==> config.mk <==
export PLATFORM = sky130hd
export DESIGN_NAME = programmable_disk_ecc_unit
export DESIGN_NICKNAME = d
export VERILOG_FILES = /design/src/design/ecc_unit_pkg.sv /design/src/design/programmable_disk_ecc_unit.sv /design/src/design/ecc_shift_reg.sv
export SDC_FILE = /design/constraint.sdc
export NUM_CORES = 1
export LEC_CHECK = 0
export ABC_AREA = 1
export BUFFER_PORTS_ARGS = -buffer_cell sky130_fd_sc_hd__buf_2
export CORE_MARGIN = 1
export CORE_UTILIZATION = 56
export DETAILED_ROUTE_END_ITERATION = 10
export PLACE_DENSITY = 0.78
export SETUP_SLACK_MARGIN = 0.3
export SYNTH_ARGS = -nofsm -noshare
export SYNTH_HDL_FRONTEND = slang
export SYNTH_SLANG_ARGS = --single-unit
==> constraint.sdc <==
create_clock -name pclk -period 4.5 [get_ports pclk]
set_input_delay 0.225 -clock pclk [delete_from_list [all_inputs] [get_ports pclk]]
set_output_delay 0.225 -clock pclk [all_outputs]
set_load 0.01 [all_outputs]
==> src/design/ecc_unit_pkg.sv <==
// Purpose: Shared constants for the programmable disk ECC unit
// Assumes: Register index times four gives the APB byte address
// Notes: Named bit positions, reset values and widths are defined here

package ecc_unit_pkg;

  // ----------------------------------------------------------------
  // Register indices (byte address = index * 4)
  // ----------------------------------------------------------------
  localparam logic [6:0] IDX_CTRL = 7'h71;
  localparam logic [6:0] IDX_SYN_LO_POLY0 = 7'h72;
  localparam logic [6:0] IDX_SYN_HI_POLY1 = 7'h73;
  localparam logic [6:0] IDX_POLY2 = 7'h74;
  localparam logic [6:0] IDX_POLY3 = 7'h75;
  localparam logic [6:0] IDX_POLY4 = 7'h76;
  localparam logic [6:0] IDX_POLY5 = 7'h77;
  localparam int IDX_LSB = 2;
  localparam int IDX_W = 7;

  // ----------------------------------------------------------------
  // Control register fields
  // ----------------------------------------------------------------
  localparam int CTRL_MODE32_BIT = 7;
  localparam int CTRL_INIT_ZERO_BIT = 6;
  localparam int CTRL_SECTOR_BRANCH_BIT = 4;
  localparam int CTRL_CLEAR_BIT = 3;
  localparam int CTRL_NO_FEEDBACK_BIT = 2;
  localparam int CTRL_SHIFT_BIT = 1;
  localparam int CTRL_SERIAL_IN_BIT = 0;
  localparam logic [7:0] CTRL_WMASK = 8'hdf;
  localparam logic [7:0] CTRL_RST = 8'h00;

  // ----------------------------------------------------------------
  // Polynomial and shift register layout
  // ----------------------------------------------------------------
  localparam int REG_W = 8;
  localparam int POLY_REGS = 6;
  localparam logic [7:0] POLY_RST = 8'h00;
  localparam logic [7:0] POLY_TOP_MASK = 8'h7f;
  localparam int ECC_W = 48;
  localparam int TAP_W = 47;
  localparam int TOP48_BIT = 47;
  localparam int TOP32_BIT = 31;
  localparam logic [47:0] ECC_PRESET = 48'hffff_ffff_ffff;
  localparam logic [47:0] ECC_CLEARED = 48'h0000_0000_0000;
  localparam logic [15:0] TAPS32_PAD = 16'h0000;

endpackage : ecc_unit_pkg

==> src/design/programmable_disk_ecc_unit.sv <==
// Purpose: APB-controlled programmable ECC unit for the disk data path
// Assumes: Disk gates, bit strobe and pins synchronous to pclk
// Notes: Zero-wait APB slave; read data captured in the setup cycle
//
// Functional notes
// RULE_01: Control bit 7 picks 32 or 48 bits
// RULE_02: Control bit 6: 0 presets ones, 1 clears
// RULE_03: Bit 4 ORs sector/index, else codec reset
// RULE_04: Software: hard sectored 1, soft sectored 0
// RULE_05: Control bit 3 holds register in initial state
// RULE_06: Control bit 2 removes all feedback
// RULE_07: Writing bit 1 gives one shift, self-clears
// RULE_08: Manual shift loads bit 0 from control bit 0
// RULE_09: Software: clock running, gates off, no feedback
// RULE_10: Low syndrome bits 1-7 map by mode
// RULE_11: Low syndrome bit 0 ORs lower syndrome bits
// RULE_12: High syndrome register returns top eight bits
// RULE_13: First register holds taps 1 to 8
// RULE_14: Set tap adds top-xor-data into bit
// RULE_15: Second register holds taps 9 to 16
// RULE_16: Shared register: taps 1-8 or 17-24
// RULE_17: Remaining registers supply upper taps by mode
// RULE_18: 32-bit feedback uses bit 31
// RULE_19: Shared offset: read syndrome, write taps
`timescale 1ns/1ps
`default_nettype none

module programmable_disk_ecc_unit #(
  parameter int ADDR_W = 12
) (
  // Clock and reset
  input wire logic pclk,
  input wire logic presetn,
  // APB slave
  input wire logic psel,
  input wire logic penable,
  input wire logic pwrite,
  input wire logic [ADDR_W-1:0] paddr,
  input wire logic [31:0] pwdata,
  output logic [31:0] prdata,
  output logic pready,
  output logic pslverr,
  // Disk data path
  input wire logic read_gate,
  input wire logic write_gate,
  input wire logic disk_bit_strobe,
  input wire logic serial_data,
  input wire logic ecc_init_req,
  // Sector and index pins
  input wire logic sector_or_codec_reset_pin,
  input wire logic index_pin,
  output logic branch_condition,
  output logic codec_counter_reset
);

  // ----------------------------------------------------------------
  // Elaboration check
  // ----------------------------------------------------------------
  generate
    if (ADDR_W < 9) begin : g_addr_chk
      $error("ADDR_W too small for the register indices");
    end
  endgenerate

  // ----------------------------------------------------------------
  // State
  // ----------------------------------------------------------------
  typedef struct packed {
    logic [7:0] ctrl;
    logic [ecc_unit_pkg::POLY_REGS-1:0][7:0] poly;
    logic [31:0] prdata;
    logic pready;
    logic pslverr;
    logic branch;
    logic codec_rst;
  } unit_state_t;

  unit_state_t state_r;
  unit_state_t state_nxt;

  logic [ecc_unit_pkg::IDX_W-1:0] idx;
  logic setup;
  logic access;
  logic wr_access;
  logic mode32;
  logic init_zero;
  logic clear_hold;
  logic feedback_off;
  logic manual_shift;
  logic gates_on;
  logic data_shift;
  logic lfsr_init;
  logic lfsr_shift;
  logic lfsr_serial_in;
  logic [ecc_unit_pkg::TAP_W-1:0] taps48;
  logic [ecc_unit_pkg::TAP_W-1:0] taps32;
  logic [ecc_unit_pkg::TAP_W-1:0] taps;
  logic [ecc_unit_pkg::ECC_W-1:0] ecc;
  logic [7:0] syn_lo;
  logic [7:0] syn_hi;

  // ----------------------------------------------------------------
  // Decode helpers
  // ----------------------------------------------------------------
  function automatic logic idx_mapped(input logic [ecc_unit_pkg::IDX_W-1:0] i);
    idx_mapped = (i >= ecc_unit_pkg::IDX_CTRL) && (i <= ecc_unit_pkg::IDX_POLY5);
  endfunction : idx_mapped

  function automatic logic [2:0] poly_slot(input logic [ecc_unit_pkg::IDX_W-1:0] i);
    logic [ecc_unit_pkg::IDX_W-1:0] d;
    d = i - ecc_unit_pkg::IDX_SYN_LO_POLY0;
    poly_slot = d[2:0];
  endfunction : poly_slot

  assign idx = paddr[ecc_unit_pkg::IDX_LSB +: ecc_unit_pkg::IDX_W];
  assign setup = psel && !penable;
  assign access = psel && penable && state_r.pready;
  assign wr_access = access && pwrite;

  // ----------------------------------------------------------------
  // Control decode
  // ----------------------------------------------------------------
  assign mode32 = state_r.ctrl[ecc_unit_pkg::CTRL_MODE32_BIT]; // RULE_01
  assign init_zero = state_r.ctrl[ecc_unit_pkg::CTRL_INIT_ZERO_BIT]; // RULE_02
  assign clear_hold = state_r.ctrl[ecc_unit_pkg::CTRL_CLEAR_BIT];
  assign feedback_off = state_r.ctrl[ecc_unit_pkg::CTRL_NO_FEEDBACK_BIT];
  assign manual_shift = state_r.ctrl[ecc_unit_pkg::CTRL_SHIFT_BIT];
  assign gates_on = read_gate || write_gate;
  assign data_shift = gates_on && disk_bit_strobe;

  // Clear bit held keeps the register pinned to its initial value
  assign lfsr_init = clear_hold || ecc_init_req; // RULE_05
  // Disk traffic wins; software keeps gates off while shifting by hand
  assign lfsr_shift = data_shift || manual_shift; // RULE_07 RULE_09
  assign lfsr_serial_in = data_shift ? serial_data
                                     : state_r.ctrl[ecc_unit_pkg::CTRL_SERIAL_IN_BIT]; // RULE_08

  // ----------------------------------------------------------------
  // Tap assembly: taps[k] enables feedback into bit k+1
  // ----------------------------------------------------------------
  assign taps48 = {state_r.poly[5][6:0], state_r.poly[4], state_r.poly[3],
                   state_r.poly[2], state_r.poly[1], state_r.poly[0]}; // RULE_13 RULE_15 RULE_16 RULE_17
  assign taps32 = {ecc_unit_pkg::TAPS32_PAD, state_r.poly[5][6:0], state_r.poly[4],
                   state_r.poly[3], state_r.poly[2]}; // RULE_16 RULE_17
  assign taps = mode32 ? taps32 : taps48; // RULE_01

  ecc_shift_reg u_shift_reg (
    .pclk(pclk),
    .presetn(presetn),
    .init_load(lfsr_init),
    .init_zero(init_zero),
    .shift_en(lfsr_shift),
    .serial_in(lfsr_serial_in),
    .mode32(mode32),
    .feedback_off(feedback_off),
    .taps(taps),
    .ecc(ecc)
  );

  // ----------------------------------------------------------------
  // Syndrome readback
  // ----------------------------------------------------------------
  assign syn_lo = mode32 ? {ecc[23:17], |ecc[16:0]}
                         : {ecc[39:33], |ecc[32:0]}; // RULE_10 RULE_11
  assign syn_hi = mode32 ? ecc[31:24] : ecc[47:40]; // RULE_12

  // ----------------------------------------------------------------
  // Next state
  // ----------------------------------------------------------------
  always_comb begin
    state_nxt = state_r;
    state_nxt.pready = setup;
    state_nxt.branch = state_r.ctrl[ecc_unit_pkg::CTRL_SECTOR_BRANCH_BIT]
                       ? (sector_or_codec_reset_pin || index_pin) : index_pin; // RULE_03
    state_nxt.codec_rst = !state_r.ctrl[ecc_unit_pkg::CTRL_SECTOR_BRANCH_BIT]
                          && sector_or_codec_reset_pin; // RULE_03
    // Shift request lasts one cycle, then drops by itself
    if (manual_shift) begin
      state_nxt.ctrl[ecc_unit_pkg::CTRL_SHIFT_BIT] = 1'b0; // RULE_07
    end
    // Error flag stands only beside pready, like the response it qualifies
    state_nxt.pslverr = 1'b0;
    // Read data frozen in setup so the access phase sees a stable word
    if (setup) begin
      state_nxt.pslverr = !idx_mapped(idx);
      state_nxt.prdata = 32'h0000_0000;
      if (!pwrite) begin
        unique case (idx)
          ecc_unit_pkg::IDX_SYN_LO_POLY0: state_nxt.prdata = {24'h00_0000, syn_lo}; // RULE_19
          ecc_unit_pkg::IDX_SYN_HI_POLY1: state_nxt.prdata = {24'h00_0000, syn_hi}; // RULE_19
          default: state_nxt.prdata = 32'h0000_0000;
        endcase
      end
    end
    // Writes land last so a new shift request beats the self-clear
    if (wr_access && idx_mapped(idx)) begin
      if (idx == ecc_unit_pkg::IDX_CTRL) begin
        state_nxt.ctrl = pwdata[7:0] & ecc_unit_pkg::CTRL_WMASK;
      end else if (idx == ecc_unit_pkg::IDX_POLY5) begin
        state_nxt.poly[poly_slot(idx)] = pwdata[7:0] & ecc_unit_pkg::POLY_TOP_MASK; // RULE_17
      end else begin
        state_nxt.poly[poly_slot(idx)] = pwdata[7:0]; // RULE_19
      end
    end
  end

  always_ff @(posedge pclk or negedge presetn) begin
    if (!presetn) begin
      state_r.ctrl <= ecc_unit_pkg::CTRL_RST;
      state_r.poly <= {ecc_unit_pkg::POLY_REGS{ecc_unit_pkg::POLY_RST}};
      state_r.prdata <= 32'h0000_0000;
      state_r.pready <= 1'b0;
      state_r.pslverr <= 1'b0;
      state_r.branch <= 1'b0;
      state_r.codec_rst <= 1'b0;
    end else begin
      state_r <= state_nxt;
    end
  end

  assign prdata = state_r.prdata;
  assign pready = state_r.pready;
  assign pslverr = state_r.pslverr;
  assign branch_condition = state_r.branch;
  assign codec_counter_reset = state_r.codec_rst;

  logic wr_shift_req;
  assign wr_shift_req = wr_access && (idx == ecc_unit_pkg::IDX_CTRL) && pwdata[1];
endmodule : programmable_disk_ecc_unit
`default_nettype wire

==> src/design/ecc_shift_reg.sv <==
// Purpose: 48-bit programmable feedback shift register for disk ECC
// Assumes: One shift per cycle with shift_en; init_load has priority
// Notes: In 32-bit mode the upper bits keep shifting but are unused
`timescale 1ns/1ps
`default_nettype none

module ecc_shift_reg (
  // Clock and reset
  input wire logic pclk,
  input wire logic presetn,
  // Control
  input wire logic init_load,
  input wire logic init_zero,
  input wire logic shift_en,
  input wire logic serial_in,
  input wire logic mode32,
  input wire logic feedback_off,
  input wire logic [ecc_unit_pkg::TAP_W-1:0] taps,
  // Contents
  output logic [ecc_unit_pkg::ECC_W-1:0] ecc
);

  typedef struct packed {
    logic [ecc_unit_pkg::ECC_W-1:0] ecc;
  } lfsr_state_t;

  lfsr_state_t state_r;
  lfsr_state_t state_nxt;
  logic fb;
  logic [ecc_unit_pkg::ECC_W-1:0] shifted;

  // ----------------------------------------------------------------
  // Feedback network
  // ----------------------------------------------------------------
  assign fb = (mode32 ? state_r.ecc[ecc_unit_pkg::TOP32_BIT]
                      : state_r.ecc[ecc_unit_pkg::TOP48_BIT]) ^ serial_in; // RULE_14 RULE_18
  assign shifted[0] = feedback_off ? serial_in : fb; // RULE_06

  genvar n;
  generate
    for (n = 1; n < ecc_unit_pkg::ECC_W; n++) begin : g_tap
      assign shifted[n] = state_r.ecc[n-1] ^ (~feedback_off & taps[n-1] & fb); // RULE_14 RULE_06
    end
  endgenerate

  always_comb begin
    state_nxt = state_r;
    if (init_load) begin
      state_nxt.ecc = init_zero ? ecc_unit_pkg::ECC_CLEARED : ecc_unit_pkg::ECC_PRESET; // RULE_02
    end else if (shift_en) begin
      state_nxt.ecc = shifted;
    end
  end

  always_ff @(posedge pclk or negedge presetn) begin
    if (!presetn) begin
      state_r.ecc <= ecc_unit_pkg::ECC_PRESET;
    end else begin
      state_r <= state_nxt;
    end
  end

  assign ecc = state_r.ecc;
endmodule : ecc_shift_reg
`default_nettype wire

==> out/qor.yml <==
status: "finished with violations"
violations: "negative hold slack"
antenna_found_initial: 0
yosysSeqAreaShare_pct: 44.49
clk_pin_slew_ps: 50
fmax_ghz: 0.3694
critPathMaxFanout: 69
die_x_um: 110.1
core_um2: 11420
h-tree-depth: 4
r2r_slack_ps: 1790
place.detailed.hpwl_mm: 10.37
worstMarginPinSlew_ps: 1062
fin_nets: 981
fin_cells: 1081
worstRegToRegCells: 10
r2r_start: "mode32"
hold_buffers: 2
worst_ir_drop_vdd_mv: 0.5280
wl_per_cell_um: 15.20
arrival_ps: 3060
io_buffers: 38
cts_root_buf: "clkbuf_16"
crit_path_end_kind: "register"
grt_max_degree: 81
gp_congestion: 0.7943
vias_per_cell: 5.478
rsz0062_at_grt: "false"
final_common_cell: "nand2_1"
drv_cap: 0
cp_common_cell: "nand2_1"
grtUsageTotal_pct: 30.09
critPathKind: "reg -> reg"
netlist_area_um2: 6548
p_leak_nw: 3.475
worst_setup_path_start_kind: "register"
drc: 0
power_density_nw_per_um2: 401.4
holdCritPathClass: "in -> async"
grt_overflow: 0
grt_pass1_wl_mm: 27.32
n_fill_cell: 1016
layout.cells.most_common_list: "252 x nand2_1, 107 x nand3_1, 101 x a21oi_1"
post-cts-setup-buffers: 0
die_y_um: 110.1
hold_viol_final: 25
final_util_pct: 63.40
rows: 39
ctsResizeCount: 0
fp.dieArea_um2: 12130
setup_violations: 0
dp.cells: 1047
post-route-period-util_pct: 60.16
syn_inst: 919
cts_tree: "yes"
holdWs_ps: -39.72
clock_latency_ps: 430
ant_nets: 0
ys_seq_elements: 114
slew_viol_final: 0
pin_count: 92
grt_pass1_vias: 5575
drive_above_1_share_pct: 14.39
initial_core_util_pct: 57.34
drtIter0Drc: 584
area_growth_syn_to_layout_pct: 10.57
crit_required_ps: 4860
vias: 5922
cts_buffers: 17
drt_wl_total_mm: 16.43
syn_avg_cell_area_um2: 7.125
num_antenna_cells: 0
synth_cell_types: 30
relSlewSlack_pct: 28.80
path_cells: "buf_4 -> nand2_1 -> o21ai_0 -> nand3_1 -> nand2_2 -> buf_12 -> nand2_1 -> nand2_1 -> nand3_1 -> a21oi_1"
period_minus_slack_ps: 2707
fin_ws_ps: 1793
dp_slack_ps: 1817
yosysWarningCount: 0
clock_sink_count: 114
worstReg2RegEnd: "u_shift_reg.ecc[1]"
tns_ps: 0
cpMaxStageDelayCell: "nand2_2"
crit_family: "simple AND/OR/NAND/NOR gates"
cp_num_buf_inv: 2
drtPass1Iterations: 5
cts_max_path_buffers: 2
cpPeakStageDelay_ps: 620
finClkSkew_ps: 7.552
per-layer routing:
layer  part of all wire, %  track usage, %  vias to the layer above
met5                     0               0                        -
met3                   6.9           7.172                       34
met2                    47           48.79                      212
met4                   1.9           12.12                        0
met1                    44           38.85                     2770
li1                      -               -                     2906
cells in the mapped netlist, drive strengths merged:
| master | instances | area [µm²] |
|---|---|---|
| o21ai | 46 | 230.2 |
| clkinv | 1 | 3.750 |
| a21oi | 101 | 505.5 |
| dfrtp | 66 | 1652 |
| buf | 60 | 402.9 |
| a22o | 7 | 61.31 |
| nand2 | 254 | 958.4 |
| or2 | 1 | 6.260 |
| o211ai | 1 | 7.510 |
| nor2 | 104 | 400.4 |
| inv | 79 | 299.0 |
| mux2 | 1 | 11.26 |
| a21o | 1 | 7.510 |
| o31ai | 1 | 7.510 |
| nor3 | 12 | 65.06 |
| or3 | 1 | 11.26 |
| dfstp | 48 | 1261 |
| nand4 | 4 | 31.28 |
| clkbuf | 23 | 86.33 |
| conb | 1 | 3.750 |
| nand3 | 107 | 535.5 |
cell families after synthesis:
kind of cell           after synthesis  synth area share (%)
AND/OR/NAND/NOR                    483                 30.67
buffers and inverters              163                 12.10
AO/OA/AOI/OAI                      157                 12.52
flip-flops                         114                 44.49
multiplexers                         1                0.1720
other                                1               0.05727
through the flow:
step	hold WS [ps]	power, W	cell area, µm²
finish	-39.72	0.002906	7239
floorplan	-70.59	0.001405	6634
detailed placement	408.8	0.001490	6598
global placement	402.6	0.001480	6598
global route	15.86	0.003020	7239
CTS	2.737	0.002912	7239
report_power, final:
part           switching, W  internal, W
clock network      0.000474     0.000953
logic              0.000208    0.0000948
registers         0.0000548      0.00112
total              0.000738      0.00217
cell type report:
type | instances | area, µm² | area share [%]
clock inverter | 9 | 153.9 | 2.126
clock buffer | 23 | 467.9 | 6.464
inverter | 80 | 302.8 | 4.183
sequential | 114 | 2914 | 40.25
tap | 143 | 178.9 | 2.471
timing repair buffer | 47 | 277.8 | 3.837
multi-input combinational | 665 | 2944 | 40.67
worst register-to-register path, stage by stage, from the launching register on:
cell and delay [ps]:
dfrtp_2 380, buf_4 540, nand2_1 130, o21ai_0 110
nand3_1 120, nand2_2 620, buf_12 310, nand2_1 110
nand2_1 60, nand3_1 100, a21oi_1 170
how the worst max path moves through the flow:
| stage | startpoint | end | slack [ps] | cells after the start |
|---|---|---|---|---|
| 5_1_grt | mode32 | u_shift_reg.ecc[1] | 1520 | 10 |
| 4_1_cts | mode32 | u_shift_reg.ecc[10] | 1800 | 10 |
| 6_report | mode32 | u_shift_reg.ecc[1] | 1790 | 10 |
| 3_3_place_gp | mode32 | u_shift_reg.ecc[1] | 1890 | 10 |
| 3_5_place_dp | mode32 | u_shift_reg.ecc[1] | 1820 | 10 |
| 2_1_floorplan | u_shift_reg.ecc[31] | u_shift_reg.ecc[27] | 3000 | 9 |
Power figures use the tool's default switching activity.
